## config.mk

```make
export PLATFORM = sky130hd
export DESIGN_NAME = io_cell_ddr_gearing
export DESIGN_NICKNAME = d
export VERILOG_FILES = /design/src/common/io_cell_pkg.sv /design/src/hw/io_cell_ddr_gearing.sv
export SDC_FILE = /design/constraint.sdc
export NUM_CORES = 1
export LEC_CHECK = 0
export BUFFER_PORTS_ARGS = -buffer_cell sky130_fd_sc_hd__buf_2
export CORE_MARGIN = 1
export CORE_UTILIZATION = 53
export DETAILED_ROUTE_END_ITERATION = 10
export PLACE_DENSITY_LB_ADDON = 0.05
export SLEW_MARGIN = 30
export SYNTH_ARGS = -nofsm -noshare
export SYNTH_HDL_FRONTEND = slang
export SYNTH_SLANG_ARGS = --single-unit
```

## constraint.sdc

```tcl
create_clock -name i_clk -period 1.84 [get_ports i_clk]
set_input_delay 0 -clock i_clk [delete_from_list [all_inputs] [get_ports i_clk]]
set_output_delay 0 -clock i_clk [all_outputs]
set_load 0.02 [all_outputs]
```

## src/common/io_cell_pkg.sv

```systemverilog
// Overview of operation
// - First stage captures on both edge-clock edges
// - Shift, update, transfer registers cross domains
// - Second stage realigns words using alignment control
// - Third stage delivers data on system clock
// - Side cells offer by-one and by-two gearing
// - Seven-to-one mode shifts pin A alone; pin B is masked off
// - Top cells allow only by-one gearing
// - Side cells hold memory read-data FIFO
// - Programmable delay precedes the first-stage shift register
// - Single-rate tristate input held in SDR register
// - By-two tristate pair serialised on edge clock
// - Tristate reset clears the tristate registers
// - Strobe enable timed by strobe write clock
// - Data enable timed by shifted write clock
// - Shift, word, output and tristate registers start from configured set/clear value; delay lines, FIFO memory, counters, pointers and flags start at zero
package io_cell_pkg;

  // ************************************************************
  // Gearing modes and ratios
  // ************************************************************
  typedef enum logic [1:0] {
    GEAR_BY_ONE,
    GEAR_BY_TWO,
    GEAR_SEVEN_TO_ONE,
    GEAR_UNUSED
  } gear_mode_t;

  localparam logic [2:0] RATIO_BY_ONE = 3'h2;
  localparam logic [2:0] RATIO_BY_TWO = 3'h4;
  localparam logic [2:0] RATIO_SEVEN = 3'h7;

  // ************************************************************
  // Sizes and sampled-input positions
  // ************************************************************
  localparam int WORD_W = 7;
  localparam int SHIFT_W = 8;
  localparam int DELAY_DEPTH = 8;
  localparam int TAP_W = 3;
  localparam int FIFO_DEPTH = 4;
  localparam int FIFO_PTR_W = 2;
  localparam int SYNC_W = 5;
  localparam int POS_FAST_EDGE_CLOCK = 0;
  localparam int POS_STROBE_CLK = 1;
  localparam int POS_SHIFT_CLK = 2;
  localparam int POS_PIN_A = 3;
  localparam int POS_PIN_B = 4;
  localparam logic INIT_CLEARED = 1'b0;

endpackage : io_cell_pkg

```

## src/hw/io_cell_ddr_gearing.sv

```systemverilog
`timescale 1ns/10ps
module io_cell_ddr_gearing
#(
  parameter logic INIT_VALUE = io_cell_pkg::INIT_CLEARED,
  parameter int FIFO_DEPTH = io_cell_pkg::FIFO_DEPTH
)
(
  // Clock and reset
  input wire logic i_clk,
  input wire logic i_sys_rst,
  // Link pins, asynchronous to i_clk
  input wire logic i_fast_edge_clock,
  input wire logic i_pin_a,
  input wire logic i_pin_b,
  input wire logic i_strobe_write_clock,
  input wire logic i_shifted_data_write_clock,
  // Cell configuration
  input wire logic i_cell_top,
  input wire logic [1:0] i_gear_mode,
  input wire logic [io_cell_pkg::TAP_W-1:0] i_delay_tap,
  input wire logic i_align_slip,
  input wire logic i_mem_read_en,
  // Receive side towards core
  output logic o_sys_tick,
  output logic o_rx_valid,
  output logic [io_cell_pkg::WORD_W-1:0] o_rx_word,
  input wire logic i_fifo_pop,
  output logic o_fifo_valid,
  output logic [io_cell_pkg::WORD_W-1:0] o_fifo_word,
  // Tristate block
  input wire logic i_tristate_rst,
  input wire logic i_tristate_by_two,
  input wire logic [1:0] i_tristate_control_in,
  input wire logic i_mem_write_en,
  output logic o_tristate_control_out,
  output logic o_strobe_oe,
  output logic o_data_oe
);

  localparam int W = io_cell_pkg::WORD_W;
  localparam int SW = io_cell_pkg::SYNC_W;
  localparam int DD = io_cell_pkg::DELAY_DEPTH;

  // ************************************************************
  // Parameter checks
  // ************************************************************
  if (FIFO_DEPTH != (1 << io_cell_pkg::FIFO_PTR_W))
  begin : g_bad_depth
    $error("FIFO_DEPTH must equal two to the pointer width");
  end

  // ************************************************************
  // State
  // ************************************************************
  typedef struct packed {
    logic [SW-1:0] s1;
    logic [SW-1:0] s2;
    logic [SW-1:0] s3;
    logic [SW-1:0] lvl;
    logic [DD-1:0] dly_a;
    logic [DD-1:0] dly_b;
    logic [io_cell_pkg::SHIFT_W-1:0] shift;
    logic [2:0] bit_cnt;
    logic slip_pend;
    logic [W-1:0] word;
    logic tick;
    logic [W-1:0] xfer;
    logic valid;
    logic [FIFO_DEPTH-1:0][W-1:0] mem;
    logic [io_cell_pkg::FIFO_PTR_W:0] wp;
    logic [io_cell_pkg::FIFO_PTR_W:0] rp;
    logic fvalid;
    logic [W-1:0] fword;
    logic ts;
    logic [1:0] ts_pair;
    logic ts_ph;
    logic strobe_oe;
    logic data_oe;
  } state_t;

  state_t q;
  state_t d;

  // Bits per system tick for each gearing mode
  function automatic logic [2:0] ratio_of(input logic [1:0] mode);
    case (mode)
      io_cell_pkg::GEAR_BY_TWO: ratio_of = io_cell_pkg::RATIO_BY_TWO;
      io_cell_pkg::GEAR_SEVEN_TO_ONE: ratio_of = io_cell_pkg::RATIO_SEVEN;
      default: ratio_of = io_cell_pkg::RATIO_BY_ONE;
    endcase
  endfunction : ratio_of

  // Keep only the low ratio bits of the shifter
  function automatic logic [W-1:0] mask_word(input logic [io_cell_pkg::SHIFT_W-1:0] sh,
                                             input logic [2:0] r);
    logic [W-1:0] m;
    m = 7'h7F >> (3'h7 - r);
    mask_word = sh[W-1:0] & m;
  endfunction : mask_word

  // ************************************************************
  // Combinational decode
  // ************************************************************
  logic [SW-1:0] settled;
  logic [SW-1:0] rise;
  logic [SW-1:0] fall;
  logic fast_edge_clock_edge;
  logic [1:0] eff_mode;
  logic [2:0] ratio;
  logic bit_a;
  logic bit_b;
  logic fifo_full;
  logic fifo_empty;

  // A change counts only when the second and third stages agree
  assign settled = ~(q.s2 ^ q.s3);
  assign rise = settled & q.s3 & ~q.lvl;
  assign fall = settled & ~q.s3 & q.lvl;
  assign fast_edge_clock_edge = rise[io_cell_pkg::POS_FAST_EDGE_CLOCK] | fall[io_cell_pkg::POS_FAST_EDGE_CLOCK];
  // Top cells are forced to by-one whatever the request
  assign eff_mode = i_cell_top ? io_cell_pkg::GEAR_BY_ONE : i_gear_mode;
  assign ratio = ratio_of(eff_mode);
  assign bit_a = q.dly_a[i_delay_tap];
  assign bit_b = q.dly_b[i_delay_tap];
  assign fifo_full = (q.wp - q.rp) == (io_cell_pkg::FIFO_PTR_W + 1)'(FIFO_DEPTH);
  assign fifo_empty = q.wp == q.rp;

  // ************************************************************
  // Next state
  // ************************************************************
  always_comb
  begin
    d = q;
    d.s1 = {i_pin_b, i_pin_a, i_shifted_data_write_clock, i_strobe_write_clock,
            i_fast_edge_clock};
    d.s2 = q.s1;
    d.s3 = q.s2;
    d.lvl = (q.lvl & ~settled) | (q.s3 & settled);
    d.tick = 1'b0;
    d.valid = 1'b0;
    // Delay lines run on i_clk so taps give whole-cycle steps
    d.dly_a = {q.dly_a[DD-2:0], q.s3[io_cell_pkg::POS_PIN_A]};
    d.dly_b = {q.dly_b[DD-2:0], q.s3[io_cell_pkg::POS_PIN_B]};
    if (i_align_slip)
    begin
      d.slip_pend = 1'b1;
    end
    // Stage one: capture on either edge of the fast edge clock
    if (fast_edge_clock_edge)
    begin
      if (eff_mode == io_cell_pkg::GEAR_SEVEN_TO_ONE)
      begin
        // Pin B's bit is masked off, so only pin A feeds the chain
        d.shift = {q.shift[io_cell_pkg::SHIFT_W-2:0], bit_a ^ (bit_b & 1'b0)};
      end
      else
      begin
        d.shift = {q.shift[io_cell_pkg::SHIFT_W-2:0], bit_a};
      end
      if (q.bit_cnt + 3'h1 >= ratio)
      begin
        if (q.slip_pend)
        begin
          // Skip one bit so the next word starts one bit later
          d.slip_pend = i_align_slip; // A request in this same cycle stays armed
          d.bit_cnt = ratio - 3'h1;
        end
        else
        begin
          // Stage two: update the aligned word, raise the slow tick
          d.word = mask_word(d.shift, ratio);
          d.bit_cnt = 3'h0;
          d.tick = 1'b1;
        end
      end
      else
      begin
        d.bit_cnt = q.bit_cnt + 3'h1;
      end
    end
    // Stage three: transfer on the system tick
    if (q.tick)
    begin
      d.xfer = q.word;
      d.valid = 1'b1;
      if (i_mem_read_en && !i_cell_top && !fifo_full)
      begin
        d.mem[q.wp[io_cell_pkg::FIFO_PTR_W-1:0]] = q.word;
        d.wp = q.wp + 3'h1;
      end
    end
    // Memory read FIFO output stage; a full FIFO drops new words
    if (!q.fvalid || i_fifo_pop)
    begin
      d.fvalid = !fifo_empty;
      if (!fifo_empty)
      begin
        d.fword = q.mem[q.rp[io_cell_pkg::FIFO_PTR_W-1:0]];
        d.rp = q.rp + 3'h1;
      end
    end
    // Tristate: load on the slow tick, shift pair out on edge clock
    if (q.tick)
    begin
      if (i_tristate_by_two)
      begin
        d.ts_pair = i_tristate_control_in;
        d.ts_ph = 1'b0;
      end
      else
      begin
        d.ts = i_tristate_control_in[0];
      end
    end
    else if (fast_edge_clock_edge && i_tristate_by_two)
    begin
      d.ts = q.ts_pair[q.ts_ph];
      d.ts_ph = ~q.ts_ph;
    end
    // Memory write enables follow their own strobe clocks
    if (rise[io_cell_pkg::POS_STROBE_CLK])
    begin
      d.strobe_oe = i_mem_write_en;
    end
    if (rise[io_cell_pkg::POS_SHIFT_CLK])
    begin
      d.data_oe = i_mem_write_en;
    end
    if (i_tristate_rst)
    begin
      d.ts = 1'b0;
      d.ts_pair = 2'h0;
      d.ts_ph = 1'b0;
      d.strobe_oe = 1'b0;
      d.data_oe = 1'b0;
    end
  end

  // ************************************************************
  // Registers
  // ************************************************************
  // Reset loads the configured set or clear value into the shift, word, output and tristate registers
  always_ff @(posedge i_clk)
  begin
    if (i_sys_rst)
    begin
      q <= '0;
      q.shift <= {io_cell_pkg::SHIFT_W{INIT_VALUE}};
      q.word <= {W{INIT_VALUE}};
      q.xfer <= {W{INIT_VALUE}};
      q.fword <= {W{INIT_VALUE}};
      q.ts <= INIT_VALUE;
      q.ts_pair <= {2{INIT_VALUE}};
      q.strobe_oe <= INIT_VALUE;
      q.data_oe <= INIT_VALUE;
    end
    else
    begin
      q <= d;
    end
  end

  // Outputs straight from flip-flops
  assign o_sys_tick = q.tick;
  assign o_rx_valid = q.valid;
  assign o_rx_word = q.xfer;
  assign o_fifo_valid = q.fvalid;
  assign o_fifo_word = q.fword;
  assign o_tristate_control_out = q.ts;
  assign o_strobe_oe = q.strobe_oe;
  assign o_data_oe = q.data_oe;

  // ************************************************************
  // Checks
  // ************************************************************
  a_transfer_follows_tick: assert property (
    @(posedge i_clk) disable iff (i_sys_rst) q.tick |=> q.valid && q.xfer == $past(q.word))
    else $error("transfer did not follow the tick");

  a_valid_needs_tick: assert property (
    @(posedge i_clk) disable iff (i_sys_rst) q.valid |-> $past(q.tick))
    else $error("valid without a tick");

  a_tick_on_edge: assert property (
    @(posedge i_clk) disable iff (i_sys_rst) q.tick |-> $past(fast_edge_clock_edge))
    else $error("tick not caused by an edge-clock edge");

  a_top_by_one: assert property (
    @(posedge i_clk) disable iff (i_sys_rst) i_cell_top |-> ratio == io_cell_pkg::RATIO_BY_ONE)
    else $error("top cell used a wide ratio");

  a_word_width: assert property (
    @(posedge i_clk) disable iff (i_sys_rst)
    q.tick && $past(ratio) == io_cell_pkg::RATIO_BY_TWO |-> q.word[W-1:4] == 3'h0)
    else $error("by-two word wider than four bits");

  a_sdr_tristate: assert property (
    @(posedge i_clk) disable iff (i_sys_rst)
    q.tick && !i_tristate_by_two && !i_tristate_rst |=> q.ts == $past(i_tristate_control_in[0]))
    else $error("single-rate tristate not registered");

  a_pair_serial: assert property (
    @(posedge i_clk) disable iff (i_sys_rst)
    fast_edge_clock_edge && !q.tick && i_tristate_by_two && !i_tristate_rst
    |=> q.ts == $past(q.ts_pair[q.ts_ph]) && q.ts_ph != $past(q.ts_ph))
    else $error("tristate pair not serialised");

  a_tristate_clear: assert property (
    @(posedge i_clk) disable iff (i_sys_rst)
    i_tristate_rst |=> !q.ts && !q.strobe_oe && !q.data_oe)
    else $error("tristate reset did not clear");

  a_strobe_timing: assert property (
    @(posedge i_clk) disable iff (i_sys_rst)
    $changed(q.strobe_oe) && !$past(i_tristate_rst) |-> $past(rise[io_cell_pkg::POS_STROBE_CLK]))
    else $error("strobe enable moved off its clock");

  a_data_timing: assert property (
    @(posedge i_clk) disable iff (i_sys_rst)
    $changed(q.data_oe) && !$past(i_tristate_rst) |-> $past(rise[io_cell_pkg::POS_SHIFT_CLK]))
    else $error("data enable moved off its clock");

  a_fifo_top_off: assert property (
    @(posedge i_clk) disable iff (i_sys_rst) i_cell_top |=> q.wp == $past(q.wp))
    else $error("top cell wrote the read FIFO");

  a_init_value: assert property (
    @(posedge i_clk) $past(i_sys_rst) |-> q.xfer == {W{INIT_VALUE}} && q.ts == INIT_VALUE)
    else $error("registers not at initial value");

endmodule : io_cell_ddr_gearing

```

==> summary.md <==
| Metric | Value |
|---|---|
| Initial Util | 56.2% |
| Worst Path Max Fanout | 5 |
| Detailed Place HPWL | 5690 µm |
| Initial antenna violation count | 0 |
| Distinct cells, synth | 41 |
| Crit path from | q[66]$_SDFFE_PP0P_ |
| Layout filler cell count | 611 |
| Final Cycle Share | 101% |
| Total CTS buffers | 9 |
| Status | finished with violations |
| Mapped Area | 4170 µm² |
| Vias after detailed routing | 2,979 |
| FFs w/ async S/R, synth | 0% |
| Number of core rows | 31 |
| Critical path data required time | 2.12 ns |
| Top FF cell, synth | dfxtp_1 |
| Worst Path Arrival | 2.15 ns |
| Hold Crit Class | in -> reg |
| Root Buffer | clkbuf_8 |
| Fin area | 4850 µm² |
| Least-Margin Pin Slew | 0.438 ns |
| Delay-heaviest family, CP | compound AO/OA/AOI/OAI gates |
| Area Overhead vs Synth | 16.5% |
| Vias in the first global route | 2,913 |
| Fin. max-slew vios | 0 |
| Cell accounting for the most synthesized area | dfxtp_1 |
| Largest stage delay, worst path | 0.34 ns |
| Final ANT Viol Nets | 0 |
| Layout Utilization | 65.5% |
| Seq/Total Area, Yosys | 46.6% |
| Top post-synthesis cells by count | dfxtp_1, nand2_1, mux2i_1 |
| Worst skew pair latency | 0.36 ns |
| Final hold violations | 0 |
| Port buffer count | 39 |
| Syn nets | 450 |
| Sum Neg Setup Slack | -0.0254 ns |
| Yosys reg bits | 97 |
| Initial DRC count | 142 |
| Worst path bufs/invs | 0 |
| Largest net degree at the start of global routing | 37 |
| Post-synth EDFFs | 0 |
| Post-DP Area | 4490 µm² |
| Ranking of synthesized cells by area | dfxtp_1, mux2i_1, ha_1 |
| Num ports | 41 |
| Worst VDD drop | 385 µV |
| Worst setup path class | reg -> reg |
| Place WS | -0.143 ns |
| Critical Path End Type | flip-flop |
| Post-Route WL | 8100 µm |
| CTS tree | built |
| Top achievable clock speed | 536 MHz |
| First drt pass iteration count | 4 |
| Worst rel slew slack | 70.7% |
| Critical-path cell list | ha_4 -> xor2_2 -> ha_1 -> a21o_1 -> a31o_4 -> or3_1 -> a31oi_1 |
| Core area | 7410 µm² |
| Global-route wire length before repair | 13,700 µm |
| H-tree levels | 3 |
| Clock slew at reported path FFs | 0.09 ns |
| PnR worst setup slack | -0.0254 ns |
| Setup crit start kind | flip-flop |
| Failing checks | setup timing |
| Max-cap violations | 0 |
| N_diodes | 0 |
| Synth warn | 0 |
| Drt via density | 5.25 |
| Min Tclk post-route | 1.87 ns |
| Tot Pwr | 0.00391 W |
| Clock tree sinks | 97 |
| Layout cells sized above 1 | 22.6% |
| # setup viols final | 1 |
| Width of the chip | 90.7 µm |
| Layout Nets | 502 |
| Critical path's slowest cell | dfxtp_2 |
| Routability cong. | 0.823 |
| DRC | 0 |
| HP Start | i_tristate_by_two |
| Clk buf depth | 2 |
| Leak | 2.11 nW |
| Die span in y | 90.7 µm |
| Layout Skew | 0.00989 ns |
| Reg-to-reg startpoint | q[66]$_SDFFE_PP0P_ |
| GRT Util Overall | 21.1% |
| Die ar. | 8220 µm² |
| Drt wl/cell | 14.3 µm |
| Count leader, synth | dfxtp_1 |
| Unrepaired setup endpoints after global routing | true |
| Post-Syn Instances | 411 |
| Pwr/cell area | 806 nW/µm² |
| Share of the synthesized area in the top cell type | 46.6% |
| Total grt overflow | 0 |
| Syn Area/Cell | 10.1 µm² |
-- worst reg2reg max path: cells and delay by family (launching register included) --
family | cells | cell delay (ns)
adder cells (fa/ha/maj) | 2 | 0.45
AND/OR/NAND/NOR | 1 | 0.31
AO/OA/AOI/OAI | 3 | 0.54
XOR/XNOR | 1 | 0.14
flip-flops | 1 | 0.34
-- cell families (layout without fill, tap and decap cells) --
logic type      after synthesis  count (layout)  share of synthesized area [%]
compound gates               44              44                           6.91
xor+xnor                      5               5                           1.41
fa+ha+maj                    18              18                           5.41
buf+inv                      45             102                           5.53
flops                        97              97                           46.6
mux                          66              66                           18.8
simple gates                136             136                           15.4
-- layer usage --
layer	global-route usage (%)	part of all wire, %
met3	4.80	2.9
met4	6.72	1.5
met1	27.4	49
met5	0	0
met2	34.7	46
-- layout make-up --
type	count	area, µm²	share of cell area [%]
clock buffer	10	138	2.84
clock inverter	6	66.3	1.37
inverter	9	33.8	0.696
multi-input combinational	269	2020	41.7
sequential	97	1940	40.1
tap	99	124	2.55
timing repair buffer	77	523	10.8
-- placed cells by master (no fill, tap or decap), types with 2 or more instances in the layout --
cell type,netlist,final
mux4_2,9,9
dfxtp_2,0,2
dlygate4sd3_1,0,12
nand2_1,55,55
nand4_1,5,5
mux2i_1,53,53
mux2_2,3,3
nand4b_1,3,3
o21ai_0,10,3
buf_4,14,25
nor2b_1,25,25
xor2_1,3,2
dfxtp_1,97,95
nand2b_1,7,7
o21ai_1,0,7
clkbuf_8,0,10
clkinv_4,0,2
a21oi_1,19,19
inv_1,9,9
nand3_1,2,2
o2111ai_2,3,3
buf_2,1,39
xor2_2,1,2
nor2_1,32,32
clkinv_2,0,2
nor3_1,2,2
a31oi_1,3,3
ha_1,18,17
-- stage by stage --
step | hold WS (ns) | cells
after floorplan | 0.128 | 411
after global placement | 0.211 | 536
after detailed placement | 0.215 | 536
after CTS | 0.0169 | 565
after global routing | 0.0441 | 567
final | 0.0453 | 567
-- power by group --
group	total (W)	switching, W	leakage (nW)	internal [W]
logic	0.000365	0.000197	1.21	0.000168
registers	0.00214	0.0000138	0.785	0.00212
clock network	0.00141	0.000736	0.107	0.000671
-- timing repair --
item | in CTS | in global routing
gates resized for setup | 2 | 8
buffers inserted | 1 | 2
pin swaps | 2 | 1
endpoints found under the hold margin | 10 | 0
endpoints found under the setup margin | 10 | 11
hold buffers | 12 | 0
-- worst paths after layout --
kind,endpoint,slack (ns),cells after the start
worst min-delay path,q[2]$_SDFFE_PP0P_,0.05,3
worst max register to register,q[65]$_SDFFE_PP0P_,-0.03,7
worst max-delay path,q[65]$_SDFFE_PP0P_,-0.03,7
worst min register to register,d[100]$_SDFF_PP0_,0.45,1
No activity file was read; power rests on OpenSTA's default activity.
